<file path="config.mk">
export PLATFORM = sky130hd
export DESIGN_NAME = abc_core
export DESIGN_NICKNAME = d
export VERILOG_FILES = /design/src/rtl/abc_pkg.sv /design/src/rtl/abc_core.sv /design/src/rtl/abc_phase.sv
export SDC_FILE = /design/constraint.sdc
export NUM_CORES = 1
export LEC_CHECK = 0
export BUFFER_PORTS_ARGS = -buffer_cell sky130_fd_sc_hd__buf_2
export CORE_ASPECT_RATIO = 1.1
export CORE_MARGIN = 10
export CORE_UTILIZATION = 47
export CTS_CLUSTER_SIZE = 14
export DETAILED_ROUTE_END_ITERATION = 10
export GPL_TIMING_DRIVEN = 1
export PLACE_DENSITY = 0.83
export SLEW_MARGIN = 25
export SYNTH_ARGS = -nofsm -noshare
export SYNTH_HDL_FRONTEND = slang
export SYNTH_SLANG_ARGS = --single-unit
</file>
<file path="constraint.sdc">
create_clock -name clock -period 1.5 [get_ports clock]
set_clock_uncertainty 0.1 [all_clocks]
set_input_delay 0.075 -clock clock [delete_from_list [all_inputs] [get_ports clock]]
set_output_delay 0.075 -clock clock [all_outputs]
set_load 0.1 [all_outputs]
</file>
<file path="src/rtl/abc_pkg.sv">
// abc_pkg: constants for the and / bit clear instruction block
// assumes a 16-bit instruction word, 8-bit data and 4 phases per cycle
package abc_pkg;
    localparam int DATA_W = 8;
    localparam int INSN_W = 16;
    localparam int ADDR_W = 8;
    localparam logic [7:0] AND_LITERAL_CODE = 8'hB5;
    localparam logic [6:0] AND_FILE_CODE = 7'h05;
    localparam logic [4:0] BIT_CLEAR_CODE = 5'h11;
    localparam int FILE_DEST_POS = 8;
    localparam int BIT_SEL_POS = 8;
    localparam logic [7:0] WORK_RESET = 8'h00;
    localparam logic       ZERO_RESET = 1'h0;
    localparam logic [1:0] PHASE_DECODE = 2'h0;
    localparam logic [1:0] PHASE_READ = 2'h1;
    localparam logic [1:0] PHASE_PROCESS = 2'h2;
    localparam logic [1:0] PHASE_WRITE = 2'h3;
    typedef enum logic [1:0] {
        ABC_OP_NONE      = 2'b00,
        ABC_OP_AND_LIT   = 2'b01,
        ABC_OP_AND_FILE  = 2'b10,
        ABC_OP_BIT_CLEAR = 2'b11
    } abc_op_type;
endpackage : abc_pkg

</file>
<file path="src/rtl/abc_core.sv">
// abc_core: decode and datapath for literal and, file and, bit clear
// assumes the core fetches insn before phase 0 and the file port answers
// in the read phase; other opcodes pass through untouched
//
// Operation
// - opcode high byte B5 ands the literal into the working register.
// - literal and decodes, fetches, computes, then writes working reg.
// - file and with d=0 stores working reg and file reg to working reg.
// - file and with d=1 writes the file register, working reg unchanged.
// - file and decodes, reads, computes, writes; for d=1 file_we is high in the next cycle's phase 0.
// - bit clear clears bit b of the file register, flags untouched.
`timescale 1ns/1ns
`default_nettype none
module abc_core
    import abc_pkg::*;
(
    input  wire logic [INSN_W-1:0] insn,
    input  wire logic              clock,
    input  wire logic              rst_n,
    input  wire logic              phase_en,
    input  wire logic [DATA_W-1:0] file_rdata,
    output logic [ADDR_W-1:0]      file_addr,
    output logic                   file_rd,
    output logic                   file_we,
    output logic [DATA_W-1:0]      file_wdata,
    output logic [DATA_W-1:0]      working_register,
    output logic                   zero_flag,
    output logic [1:0]             phase
);
    abc_op_type          op;
    abc_op_type          next_op;
    logic                dest_file;
    logic [2:0]          bit_sel;
    logic [DATA_W-1:0]   operand;
    logic [DATA_W-1:0]   result;
    logic [DATA_W-1:0]   next_result;

    abc_phase abc_phase_inst (
        .clock    (clock),
        .rst_n    (rst_n),
        .phase_en (phase_en),
        .phase    (phase)
    );

    always_comb begin
        next_op = ABC_OP_NONE;
        if (insn[15:8] == AND_LITERAL_CODE) begin
            next_op = ABC_OP_AND_LIT;
        end else if (insn[15:9] == AND_FILE_CODE) begin
            next_op = ABC_OP_AND_FILE;
        end else if (insn[15:11] == BIT_CLEAR_CODE) begin
            next_op = ABC_OP_BIT_CLEAR;
        end
    end

    // phase 0: decode and latch fields
    always_ff @(posedge clock) begin
        if (!rst_n) begin
            op        <= ABC_OP_NONE;
            dest_file <= 1'h0;
            bit_sel   <= 3'h0;
            file_addr <= '0;
        end else if (phase_en && phase == PHASE_DECODE) begin
            op        <= next_op;
            dest_file <= insn[FILE_DEST_POS];
            bit_sel   <= insn[BIT_SEL_POS +: 3];
            file_addr <= insn[7:0];
        end
    end

    assign file_rd = (phase == PHASE_READ) &&
                     (op == ABC_OP_AND_FILE || op == ABC_OP_BIT_CLEAR);

    // phase 1: literal or file operand
    always_ff @(posedge clock) begin
        if (!rst_n) begin
            operand <= '0;
        end else if (phase_en && phase == PHASE_READ) begin
            operand <= (op == ABC_OP_AND_LIT) ? insn[7:0] : file_rdata;
        end
    end

    always_comb begin
        case (op)
            ABC_OP_AND_LIT, ABC_OP_AND_FILE:
                next_result = working_register & operand;
            ABC_OP_BIT_CLEAR:
                next_result = operand & ~(8'h01 << bit_sel);
            default:
                next_result = operand;
        endcase
    end

    // phase 2: process
    always_ff @(posedge clock) begin
        if (!rst_n) begin
            result <= '0;
        end else if (phase_en && phase == PHASE_PROCESS) begin
            result <= next_result;
        end
    end

    // phase 3: write destination
    always_ff @(posedge clock) begin
        if (!rst_n) begin
            working_register <= WORK_RESET;
        end else if (phase_en && phase == PHASE_WRITE) begin
            if (op == ABC_OP_AND_LIT ||
                (op == ABC_OP_AND_FILE && !dest_file)) begin
                working_register <= result;
            end
        end
    end

    always_ff @(posedge clock) begin
        if (!rst_n) begin
            zero_flag <= ZERO_RESET;
        end else if (phase_en && phase == PHASE_WRITE &&
                     (op == ABC_OP_AND_LIT || op == ABC_OP_AND_FILE)) begin
            zero_flag <= (result == 8'h00);
        end
    end

    always_ff @(posedge clock) begin
        if (!rst_n) begin
            file_we    <= 1'h0;
            file_wdata <= '0;
        end else begin
            file_we <= phase_en && phase == PHASE_WRITE &&
                       ((op == ABC_OP_AND_FILE && dest_file) ||
                        op == ABC_OP_BIT_CLEAR);
            if (phase_en && phase == PHASE_WRITE) begin
                file_wdata <= result;
            end
        end
    end

    wr_when_lit_a: assert property (
        @(posedge clock) disable iff (!rst_n)
        phase_en && phase == PHASE_WRITE && op == ABC_OP_AND_LIT
        |=> working_register == $past(result))
        else $error("literal and did not write working register");

    idle_op_a: assert property (
        @(posedge clock) disable iff (!rst_n)
        phase_en && phase == PHASE_WRITE && op == ABC_OP_NONE
        |=> !file_we && $stable(working_register) && $stable(zero_flag))
        else $error("unknown opcode changed state");

    lit_operand_a: assert property (
        @(posedge clock) disable iff (!rst_n)
        phase_en && phase == PHASE_READ && op == ABC_OP_AND_LIT
        |=> operand == $past(insn[7:0]))
        else $error("literal not taken in read phase");

    lit_no_read_a: assert property (
        @(posedge clock) disable iff (!rst_n)
        phase == PHASE_READ && op == ABC_OP_AND_LIT |-> !file_rd)
        else $error("literal and read the file port");

    lit_result_a: assert property (
        @(posedge clock) disable iff (!rst_n)
        phase_en && phase == PHASE_PROCESS && op == ABC_OP_AND_LIT
        |=> result == ($past(working_register) & $past(operand)))
        else $error("literal and result wrong");

    file_dest_w_a: assert property (
        @(posedge clock) disable iff (!rst_n)
        phase_en && phase == PHASE_WRITE && op == ABC_OP_AND_FILE &&
        !dest_file |=> !file_we)
        else $error("file write on d=0");

    file_to_w_a: assert property (
        @(posedge clock) disable iff (!rst_n)
        phase_en && phase == PHASE_WRITE && op == ABC_OP_AND_FILE &&
        !dest_file |=> working_register == $past(result))
        else $error("d=0 did not write working register");

    file_result_a: assert property (
        @(posedge clock) disable iff (!rst_n)
        phase_en && phase == PHASE_PROCESS && op == ABC_OP_AND_FILE
        |=> result == ($past(working_register) & $past(operand)))
        else $error("file and result wrong");

    file_dest_f_a: assert property (
        @(posedge clock) disable iff (!rst_n)
        phase_en && phase == PHASE_WRITE && op == ABC_OP_AND_FILE &&
        dest_file |=> file_we && $stable(working_register))
        else $error("d=1 did not write file only");

    file_wdata_a: assert property (
        @(posedge clock) disable iff (!rst_n)
        phase_en && phase == PHASE_WRITE && op == ABC_OP_AND_FILE &&
        dest_file |=> file_wdata == $past(result))
        else $error("d=1 write data wrong");

    one_write_a: assert property (
        @(posedge clock) disable iff (!rst_n)
        file_we |-> $past(phase_en) && $past(phase) == PHASE_WRITE)
        else $error("file write outside write phase");

    file_read_a: assert property (
        @(posedge clock) disable iff (!rst_n)
        phase == PHASE_READ && op == ABC_OP_AND_FILE |-> file_rd)
        else $error("file and did not read in read phase");

    file_operand_a: assert property (
        @(posedge clock) disable iff (!rst_n)
        phase_en && phase == PHASE_READ && op == ABC_OP_AND_FILE
        |=> operand == $past(file_rdata))
        else $error("file operand not taken in read phase");

    phase_step_a: assert property (
        @(posedge clock) disable iff (!rst_n)
        phase_en |=> phase == $past(phase) + 2'h1)
        else $error("phase did not advance");

    latch_addr_a: assert property (
        @(posedge clock) disable iff (!rst_n)
        phase_en && phase == PHASE_DECODE |=> file_addr == $past(insn[7:0]))
        else $error("file address not latched at decode");

    bit_clear_a: assert property (
        @(posedge clock) disable iff (!rst_n)
        file_we && $past(op) == ABC_OP_BIT_CLEAR
        |-> file_wdata == ($past(operand) & ~(8'h01 << $past(bit_sel))))
        else $error("bit clear data wrong");

    clear_flags_a: assert property (
        @(posedge clock) disable iff (!rst_n)
        op == ABC_OP_BIT_CLEAR && phase == PHASE_WRITE && phase_en
        |=> $stable(zero_flag))
        else $error("bit clear changed zero flag");

    clear_work_a: assert property (
        @(posedge clock) disable iff (!rst_n)
        op == ABC_OP_BIT_CLEAR && phase == PHASE_WRITE && phase_en
        |=> $stable(working_register))
        else $error("bit clear changed working register");

    zero_set_a: assert property (
        @(posedge clock) disable iff (!rst_n)
        phase_en && phase == PHASE_WRITE && op != ABC_OP_BIT_CLEAR &&
        op != ABC_OP_NONE |=> zero_flag == ($past(result) == 8'h00))
        else $error("zero flag wrong");
endmodule // abc_core
`default_nettype wire

</file>
<file path="src/rtl/abc_phase.sv">
// abc_phase: four-phase sequencer for one instruction cycle
// assumes phase_en pulses once per phase from the core clock divider
`timescale 1ns/1ns
`default_nettype none
module abc_phase
    import abc_pkg::*;
(
    input  wire logic       clock,
    input  wire logic       rst_n,
    input  wire logic       phase_en,
    output logic [1:0]      phase
);
    always_ff @(posedge clock) begin
        if (!rst_n) begin
            phase <= PHASE_DECODE;
        end else if (phase_en) begin
            phase <= phase + 2'h1;
        end
    end
endmodule // abc_phase
`default_nettype wire

</file>
======== Word-level counts from Yosys, hierarchy flattened ========
Cells that the tools add are included.
W data, S select, Z words.
operators by class
  add/subtract/negate cells ............... 1
  eq/ne operators ......................... 9
  shift operators ......................... 1
  mux-type cells .......................... 5
  bitwise operators ....................... 3
  reductions and logical operators ........ 18
operator list
  operator               count
  $and A8 B8 Y8          2
  $pmux W8 S2            1
  $logic_and A1 B1 Y1    9
  $eq A2 B2 Y1 const B   4
  $eq A8 B8 Y1 const B   1
  $logic_not A8 Y1       1
  $mux W8                1
  $not A8 Y8             1
  $shl A1 B3 Y8 const A  1
  $eq A7 B3 Y1 const B   1
  $mux W2                3
  $eq A5 B5 Y1 const B   1
  $eq A2 B1 Y1 const B   2
  $logic_or A1 B1 Y1     4
  $add A2 B1 Y2 const B  1
  $logic_not A2 Y1       1
  $reduce_and A2 Y1      1
  $reduce_or A2 Y1       1
  $logic_not A1 Y1       1
word-level totals
  bits in registers ....................... 50
  input port bits ......................... 27
  output and inout port bits .............. 29
  word-level logic and storage cells ...... 48

======== Logic depth before layout (Yosys ltp) ========
Gate-level depths: netlist (run 1).
  depth after elaboration ................. 4
  mapped depth ............................ 7
  mapped depth without buffers ............ 6

======== Cells and area by module ========
A second synthesis (run 1) with hierarchy kept.
second synthesis, totals
  cells, all modules ...................... 235
  area, all modules ....................... 2187.1 sq um
modules (own cells, without submodules)
  module     times used  cells each  area each (sq um)  sequential area each (sq um)
  abc_core   1           227         2108.3             940.9
  abc_phase  1           8           78.8               40.0

======== Worst setup path after synthesis (run 1) ========
OpenSTA, ideal clock, no wires.
  path type ............................... reg2reg
  start ................................... register abc_phase_inst.phase[1]
  end ..................................... register operand[0]
  data arrival time ....................... 1.995 ns
  setup slack ............................. -0.711 ns
  stages on the path, launching flop included .. 7
  path buffers ............................ 2
  clock period less this slack ............ 2.211 ns
  cells stage by stage .................... dfxtp_1 -> inv_1 -> ha_1 -> and2_1 -> buf_2 -> buf_2 -> o211a_1
on the way
  longest elaborated chain between the ends .. 2
RTL lines
  what                      RTL line         source
  start: declaration        abc_phase.sv:11  output logic [1:0] phase
  start signal: assignment  abc_phase.sv:17  phase <= phase + 2'h1;
  $eq A2 B1 Y1              abc_core.sv:78   end else if (phase_en && phase == PHASE_READ) begin
  $logic_and A1 B1 Y1       abc_core.sv:78
  end signal: assignment    abc_core.sv:79   operand <= (op == ABC_OP_AND_LIT) ? insn[7:0] : file_rdata;
  end: declaration          abc_core.sv:34   logic [DATA_W-1:0] operand;
No other way between the ends.
A chain may end at the register's enable or synchronous reset.

======== Worst setup path after layout (run 1) ========
  start ................................... register op[0]
  end ..................................... output port file_rd
on the way
  longest elaborated chain between the ends .. 3
  elaborated cells between the ends (all ways) .. 4
  those cells by class .................... eq/ne (2); reduce/logical (2)
RTL lines
  what                      RTL line        source
  start: declaration        abc_core.sv:30  abc_op_type op;
  start signal: assignment  abc_core.sv:64  op <= next_op;
  $eq A2 B2 Y1              abc_core.sv:72  (op == ABC_OP_AND_FILE || op == ABC_OP_BIT_CLEAR);
  $logic_or A1 B1 Y1 (*)    abc_core.sv:72
  $logic_and A1 B1 Y1 (*)   abc_core.sv:71  assign file_rd = (phase == PHASE_READ) &&
  end: declaration          abc_core.sv:23  output logic file_rd,
Every way passes the cells marked *; elsewhere a longest branch is shown, timed or not.

==> impl_metrics.yaml, run 1 <==
status:
  status: "finished with violations"
  violations: "setup timing"
cts:
  worst_skew_pair.late_latency_ps: 310
  htreeDepth: 2
  cts_buffers: 5
  ctsLongestPathBuffers: 2
  cts-root-buf: "clkbuf_8"
  path_clk_slew_ps: 80
  clkSinkCount: 49
  cts_tree: "yes"
logic_synthesis:
  synth-edff-count: 0
  netlist_instances: 253
  syn_area_mm2: 0.002245
  synth_area_leader_cell: "dfxtp_1"
  yosysMostFrequentCell: "nand2_1"
  synthDominantCellAreaShare: 0.4370
  async_reset_ff_frac: 0
  synth_top_family_by_area: "simple AND/OR/NAND/NOR gates"
  synth_adder_area_share: 0.04459
  synth_xor_area_frac: 0.003902
  yosysUniqueCellTypes: 30
  yosysSeqAreaShare: 0.4370
  synthTopCellsByArea: "dfxtp_1 (44%), nand2_1 (10%), mux2i_1 (7.6%)"
  avgSynthCellArea_um2: 8.872
  synthFlopType: "dfxtp_1"
  synth_mux_area_frac: 0.07581
  yosys-top-cells-count: "nand2_1 (61), dfxtp_1 (49), a21boi_0 (20)"
  synth_compound_area_frac: 0.1789
  synth_nets: 288
  yosys_warnings: 0
  synthSimpleGateAreaFrac: 0.2191
  synth_seq_cells: 49
grt:
  grt_max_degree: 18
  first_global_vias: 2136
  grt.overflow.total: 0
  grt_use_total: 0.1510
  antenna_found_initial: 0
  grt_pass1_wl_mm: 10.07
route:
  firstDrtPassIters: 5
  dr_total_vias: 2020
  drtIter0Drc: 120
  final_antenna_net_count: 0
  wl_mm: 5.843
  drc: 0
  post_drt_wl_per_cell_um: 15.26
  detail_route.vias_per_cell: 5.274
final_layout:
  final_cell_area_mm2: 0.003014
  area_delta_synth_final_pct: 34.28
  fin_nets: 361
  drive_gt1_frac: 0.3242
  instances_no_fill: 383
  insertedDiodeCount: 0
  fillerInstances: 368
setup_path:
  crit_chain: "inv_4 > ha_4 > buf_6 > o21a_4 > buf_12"
  reg2reg_to: "operand[3]"
  worstPathRequired_ps: 1320
  cp-start-kind: "register"
  r2r_cells: 6
  cpLargestDelayFamily: "flip-flops"
  path_class: "reg -> out"
  reg2reg_from: "op[1]"
  cp_max_fo: 4
  critPathArrivalTime_ps: 1370
  slowest_stage: "dfxtp_4"
  crit_path_start: "op[0]"
  end_kind: "output port"
  slowest_delay_ps: 400
  r2r_slack_ps: 0
  path_buf_inv: 3
pwr:
  vdd_drop_max_mv: 0.6824
  p_total_mw: 2.656
  power_density_mw_per_mm2: 881.3
  p_leak_nw: 1.397
placed_design:
  finalWeightedCongestion: 0.8232
  hpwl_mm: 4.176
  place_inst: 360
  place_area_mm2: 0.002694
  portBuffers: 55
timing:
  setup-violations-final: 1
  worst_slack_ps: -41.28
  finalHoldViolations: 0
  period_share: 1.028
  timing.fmax_ghz: 0.6488
  max-slew-margin-rel: 0.6693
  tightest_slew_ps: 499.5
  slew_viol_final: 0
  grt_setup_unrepaired: "yes"
  layout_min_cycle_time_ps: 1541
hold_path:
  hold-path-cell-count: 4
  min_path_type: "in -> reg"
  min_from: "file_rdata[7]"
  min_delay_worst_endpoint: "operand[7]"
floorplan:
  initial_core_util: 0.4859
  die_area_mm2: 0.007943
  fp.dieW_um: 85.89
  row_count: 26
  die_h_um: 92.48
  core_area_mm2: 0.004619
  ioPinCount: 56
job:
  maxCapViolCount: 0
worst min-delay path, cell delays in order:
cell,delay [ps]
buf_2,70
mux2i_1,50
nand2_1,60
o211a_1,130
final cells by class:
class                           count  area [µm²]  share of cell area
Inverter                            4       17.52            0.005812
Sequential cell                    49        1006              0.3337
Multi-Input combinational cell    184        1254              0.4159
Timing Repair Buffer               82       570.5              0.1893
Clock buffer                        6       82.58             0.02740
Clock inverter                      2       13.76            0.004566
Tap cell                           56       70.07             0.02325
layer usage:
metal  GRT usage  routed length [µm]  vias up
li1            -                   -     1016
met1      0.1688                2500      934
met2      0.2550                2785       62
met3     0.06661                 495        8
met4     0.03709                  61        0
met5           0                   0        -
worst max-delay path by stage:
| stage | to | slack, ps | cells after the start |
|---|---|---|---|
| 3_3_place_gp | working_register[4] | 30 | 7 |
| 2_1_floorplan | operand[0] | -70 | 6 |
| 4_1_cts | file_rd | -50 | 5 |
| 5_1_grt | working_register[4] | -80 | 7 |
| 3_5_place_dp | working_register[6] | -40 | 7 |
| 6_report | file_rd | -40 | 5 |
timing repair:
action | in CTS | in global routing
setup endpoints to repair | 10 | 27
hold buffers | 13 | 0
setup buffers | 2 | 0
resized for setup | 10 | 13
hold endpoints to repair | 13 | 0
pin swaps | 4 | 6
placed cells by master (no fill, tap or decap), types with 2 or more instances in the layout:
master and instances:
and2_1 5, buf_4 9, buf_2 54, dfxtp_1 37
mux2i_1 16, o211a_1 8, nor4_1 2, a31oi_1 5
a21boi_0 18, nor2b_1 12, buf_12 4, nand3_1 9
dfxtp_2 8, o2111ai_1 8, nor2_4 2, dfxtp_4 4
a21oi_1 4, ha_4 3, dlygate4sd3_1 13, ha_1 4
buf_6 2, o21ai_0 2, a21boi_1 2, clkbuf_8 6
nand2_1 60, inv_2 2, nor2_1 7
power by group:
part	leakage, nW	internal, mW	switching (mW)	total [mW]
Clock	0.0512	0.374	0.441	0.815
Combinational	0.941	0.156	0.301	0.457
Sequential	0.405	1.34	0.0422	1.38
state kept, by name, indices dropped and copies added, names as in the netlist:
| signal | count |
|---|---|
| bit_sel | 3 |
| file_wdata | 8 |
| operand | 8 |
| file_addr | 8 |
| op | 2 |
| result | 8 |
| file_we | 1 |
| working_register | 8 |
| abc_phase_inst.phase | 2 |
| zero_flag | 1 |
kinds of logic after synthesis:
logic type | Yosys count
simple gates | 107
compound gates | 51
flops | 49
buf+inv | 20
mux | 17
fa+ha+maj | 8
xor+xnor | 1
per-stage QoR:
step / setup TNS [ps] / utilization / worst slack [ps] / hold slack, ps
floorplan: -546.1 / - / -66.25 / 119.8
global placement: 0 / 0.5832 / 26.32 / 235.4
detailed placement: -258.8 / 0.5832 / -41.16 / 244.3
CTS: -78.88 / 0.6444 / -46.54 / 9.416
global route: -678.7 / 0.6525 / -76.47 / 32.72
finish: -41.28 / 0.6525 / -41.28 / 10.39
Power figures use the tool's default switching activity.
==> run 2: changes to the inputs <==
- CORE_MARGIN: 10 -> 2
==> run 2 against run 1 <==
- the flow still finishes with violations (setup timing)
- clock-buffer cell count is the same
- die area fell by 33%
- power increased by 3.3%
- largest cell class unchanged
- hold slack lost 3.3 ps
- non-clock buffer count increased by 1
- design area rose by 1.2%
- largest power group unchanged
==> impl_metrics.yaml, run 2 (same netlist as run 1, synthesis figures left out) <==
timing:
  fin_setup_tns_ps: -39.65
  finalHoldViolations: 0
  slew_viol_final: 0
  max-slew-margin-rel: 0.6748
  setup-violations-final: 2
  period_share: 1.021
  worst_slack_ps: -31.46
  grt_setup_unrepaired: "yes"
  timing.fmax_ghz: 0.6530
  tightest_slew_ps: 491.2
  layout_min_cycle_time_ps: 1531
setup_path:
  reg2reg_to: "result[5]"
  crit_end: "file_rd"
  worstPathRequired_ps: 1320
  path_class: "reg -> out"
  cp_max_fo: 4
  crit_path_start: "op[1]"
  r2r_slack_ps: -10
  r2r_cells: 7
  critPathArrivalTime_ps: 1360
  cp-start-kind: "register"
  reg2reg_from: "op[1]"
  end_kind: "output port"
floorplan:
  row_count: 26
  core_area_mm2: 0.004619
  initial_core_util: 0.4859
  die_h_um: 76.48
  die_area_mm2: 0.005345
  fp.dieW_um: 69.89
  ioPinCount: 56
job:
  maxCapViolCount: 0
final_layout:
  final_cell_area_mm2: 0.003052
  mostFrequentLayoutCells: "nand2_1 (60), buf_2 (54), dfxtp_1 (37)"
  layout_commonest_cell: "nand2_1"
  final_util: 0.6606
  drive_gt1_frac: 0.3140
  area_delta_synth_final_pct: 35.95
  insertedDiodeCount: 0
  fin_nets: 362
cts:
  cts_buffers: 5
  clkSinkCount: 49
  ctsLongestPathBuffers: 2
  path_clk_slew_ps: 90
  htreeDepth: 2
  worst_skew_pair.late_latency_ps: 320
  cts_tree: "yes"
  cts-root-buf: "clkbuf_8"
pwr:
  switching_share: 0.2948
  p_sw_mw: 0.8091
  p_int_mw: 1.936
  clkPwrFrac: 0.329
  power_density_mw_per_mm2: 899.4
  combPwrFrac: 0.168
  p_total_mw: 2.745
  vdd_drop_max_mv: 0.7766
  seqPwrFrac: 0.504
  p_leak_nw: 1.405
placed_design:
  hpwl_mm: 3.753
  finalWeightedCongestion: 0.8400
  portBuffers: 55
  place_area_mm2: 0.002699
  detailedPlace.worstSlack_ps: -53.70
grt:
  grt_max_degree: 30
  use_met3: 0.04101
  grtUsageMet2: 0.3429
  grt_busiest_layer: "met2"
  first_global_vias: 1905
  grt_use_total: 0.2012
  antenna_found_initial: 0
  met1_usage: 0.2430
  grt_pass1_wl_mm: 8.700
  grt.overflow.total: 0
route:
  wl_mm: 5.449
  final_antenna_net_count: 0
  detail_route.vias_per_cell: 5.201
  post_drt_wl_per_cell_um: 14.19
  firstDrtPassIters: 4
  dr_total_vias: 1997
  drtIter0Drc: 141
  drc: 0
status:
  status: "finished with violations"
  violations: "setup timing"
hold_path:
  min_from: "file_rdata[0]"
  min_path_type: "in -> reg"
run 2: cell count changes in the layout (fill, tap and decap cells not counted), moves of 2 or more:
cell,before,now
buf_12,4,6
buf_4,9,6
buf_6,2,4
nor2_1,7,9
nor2_4,2,0
run 2: power groups by stage:
stage,clock network (mW),logic [mW],registers (mW)
finish,0.902,0.460,1.38
CTS,0.916,0.452,1.38
global placement,0,0.413,1.41
global route,0.971,0.494,1.39
floorplan,0,0.166,1.56
detailed placement,0,0.422,1.42
run 2: repair_timing:
| action | in CTS | in global routing |
|---|---|---|
| pin swaps | 4 | 4 |
| hold buffers | 13 | 0 |
| hold endpoints to repair | 13 | 0 |
| setup buffers | 3 | 2 |
| gates resized for setup | 12 | 6 |
| endpoints found under the setup margin | 10 | 16 |
run 2: how the worst min path moves through the flow:
| stage | to | slack, ps | depth (start not counted) |
|---|---|---|---|
| CTS | operand[0] | 3 | 4 |
| detailed placement | file_addr[3] | 250 | 3 |
| global placement | bit_sel[0] | 230 | 3 |
| finish | operand[0] | 7 | 4 |
| floorplan | bit_sel[0] | 120 | 2 |
| global route | operand[4] | 10 | 4 |
run 2: worst max-delay path, stage by stage (launching register included):
cell	delay, ps
dfxtp_4	380
ha_4	180
buf_12	120
o21a_4	210
buf_12	160
run 2: metal layers:
layer / part of all wire / up-vias
met4: 0.014 / 0
met2: 0.49 / 59
met5: 0 / -
met1: 0.44 / 913
met3: 0.054 / 7
li1: - / 1018
run 2: area by class of cell:
class	instances	area (µm²)
clock inverters	2	16.27
repair buffers	83	610.6
inverters	4	17.52
clock buffers	6	93.84
flip-flops and latches	49	1006
well taps	56	70.07
fillers	361	1568
multi-input cells	184	1237
run 2: per-stage QoR:
stage	hold slack (ps)	std cells
after floorplan	119.8	253
after global placement	233.0	359
after global routing	11.99	384
after detailed placement	252.5	359
after CTS	2.904	382
final	7.096	384
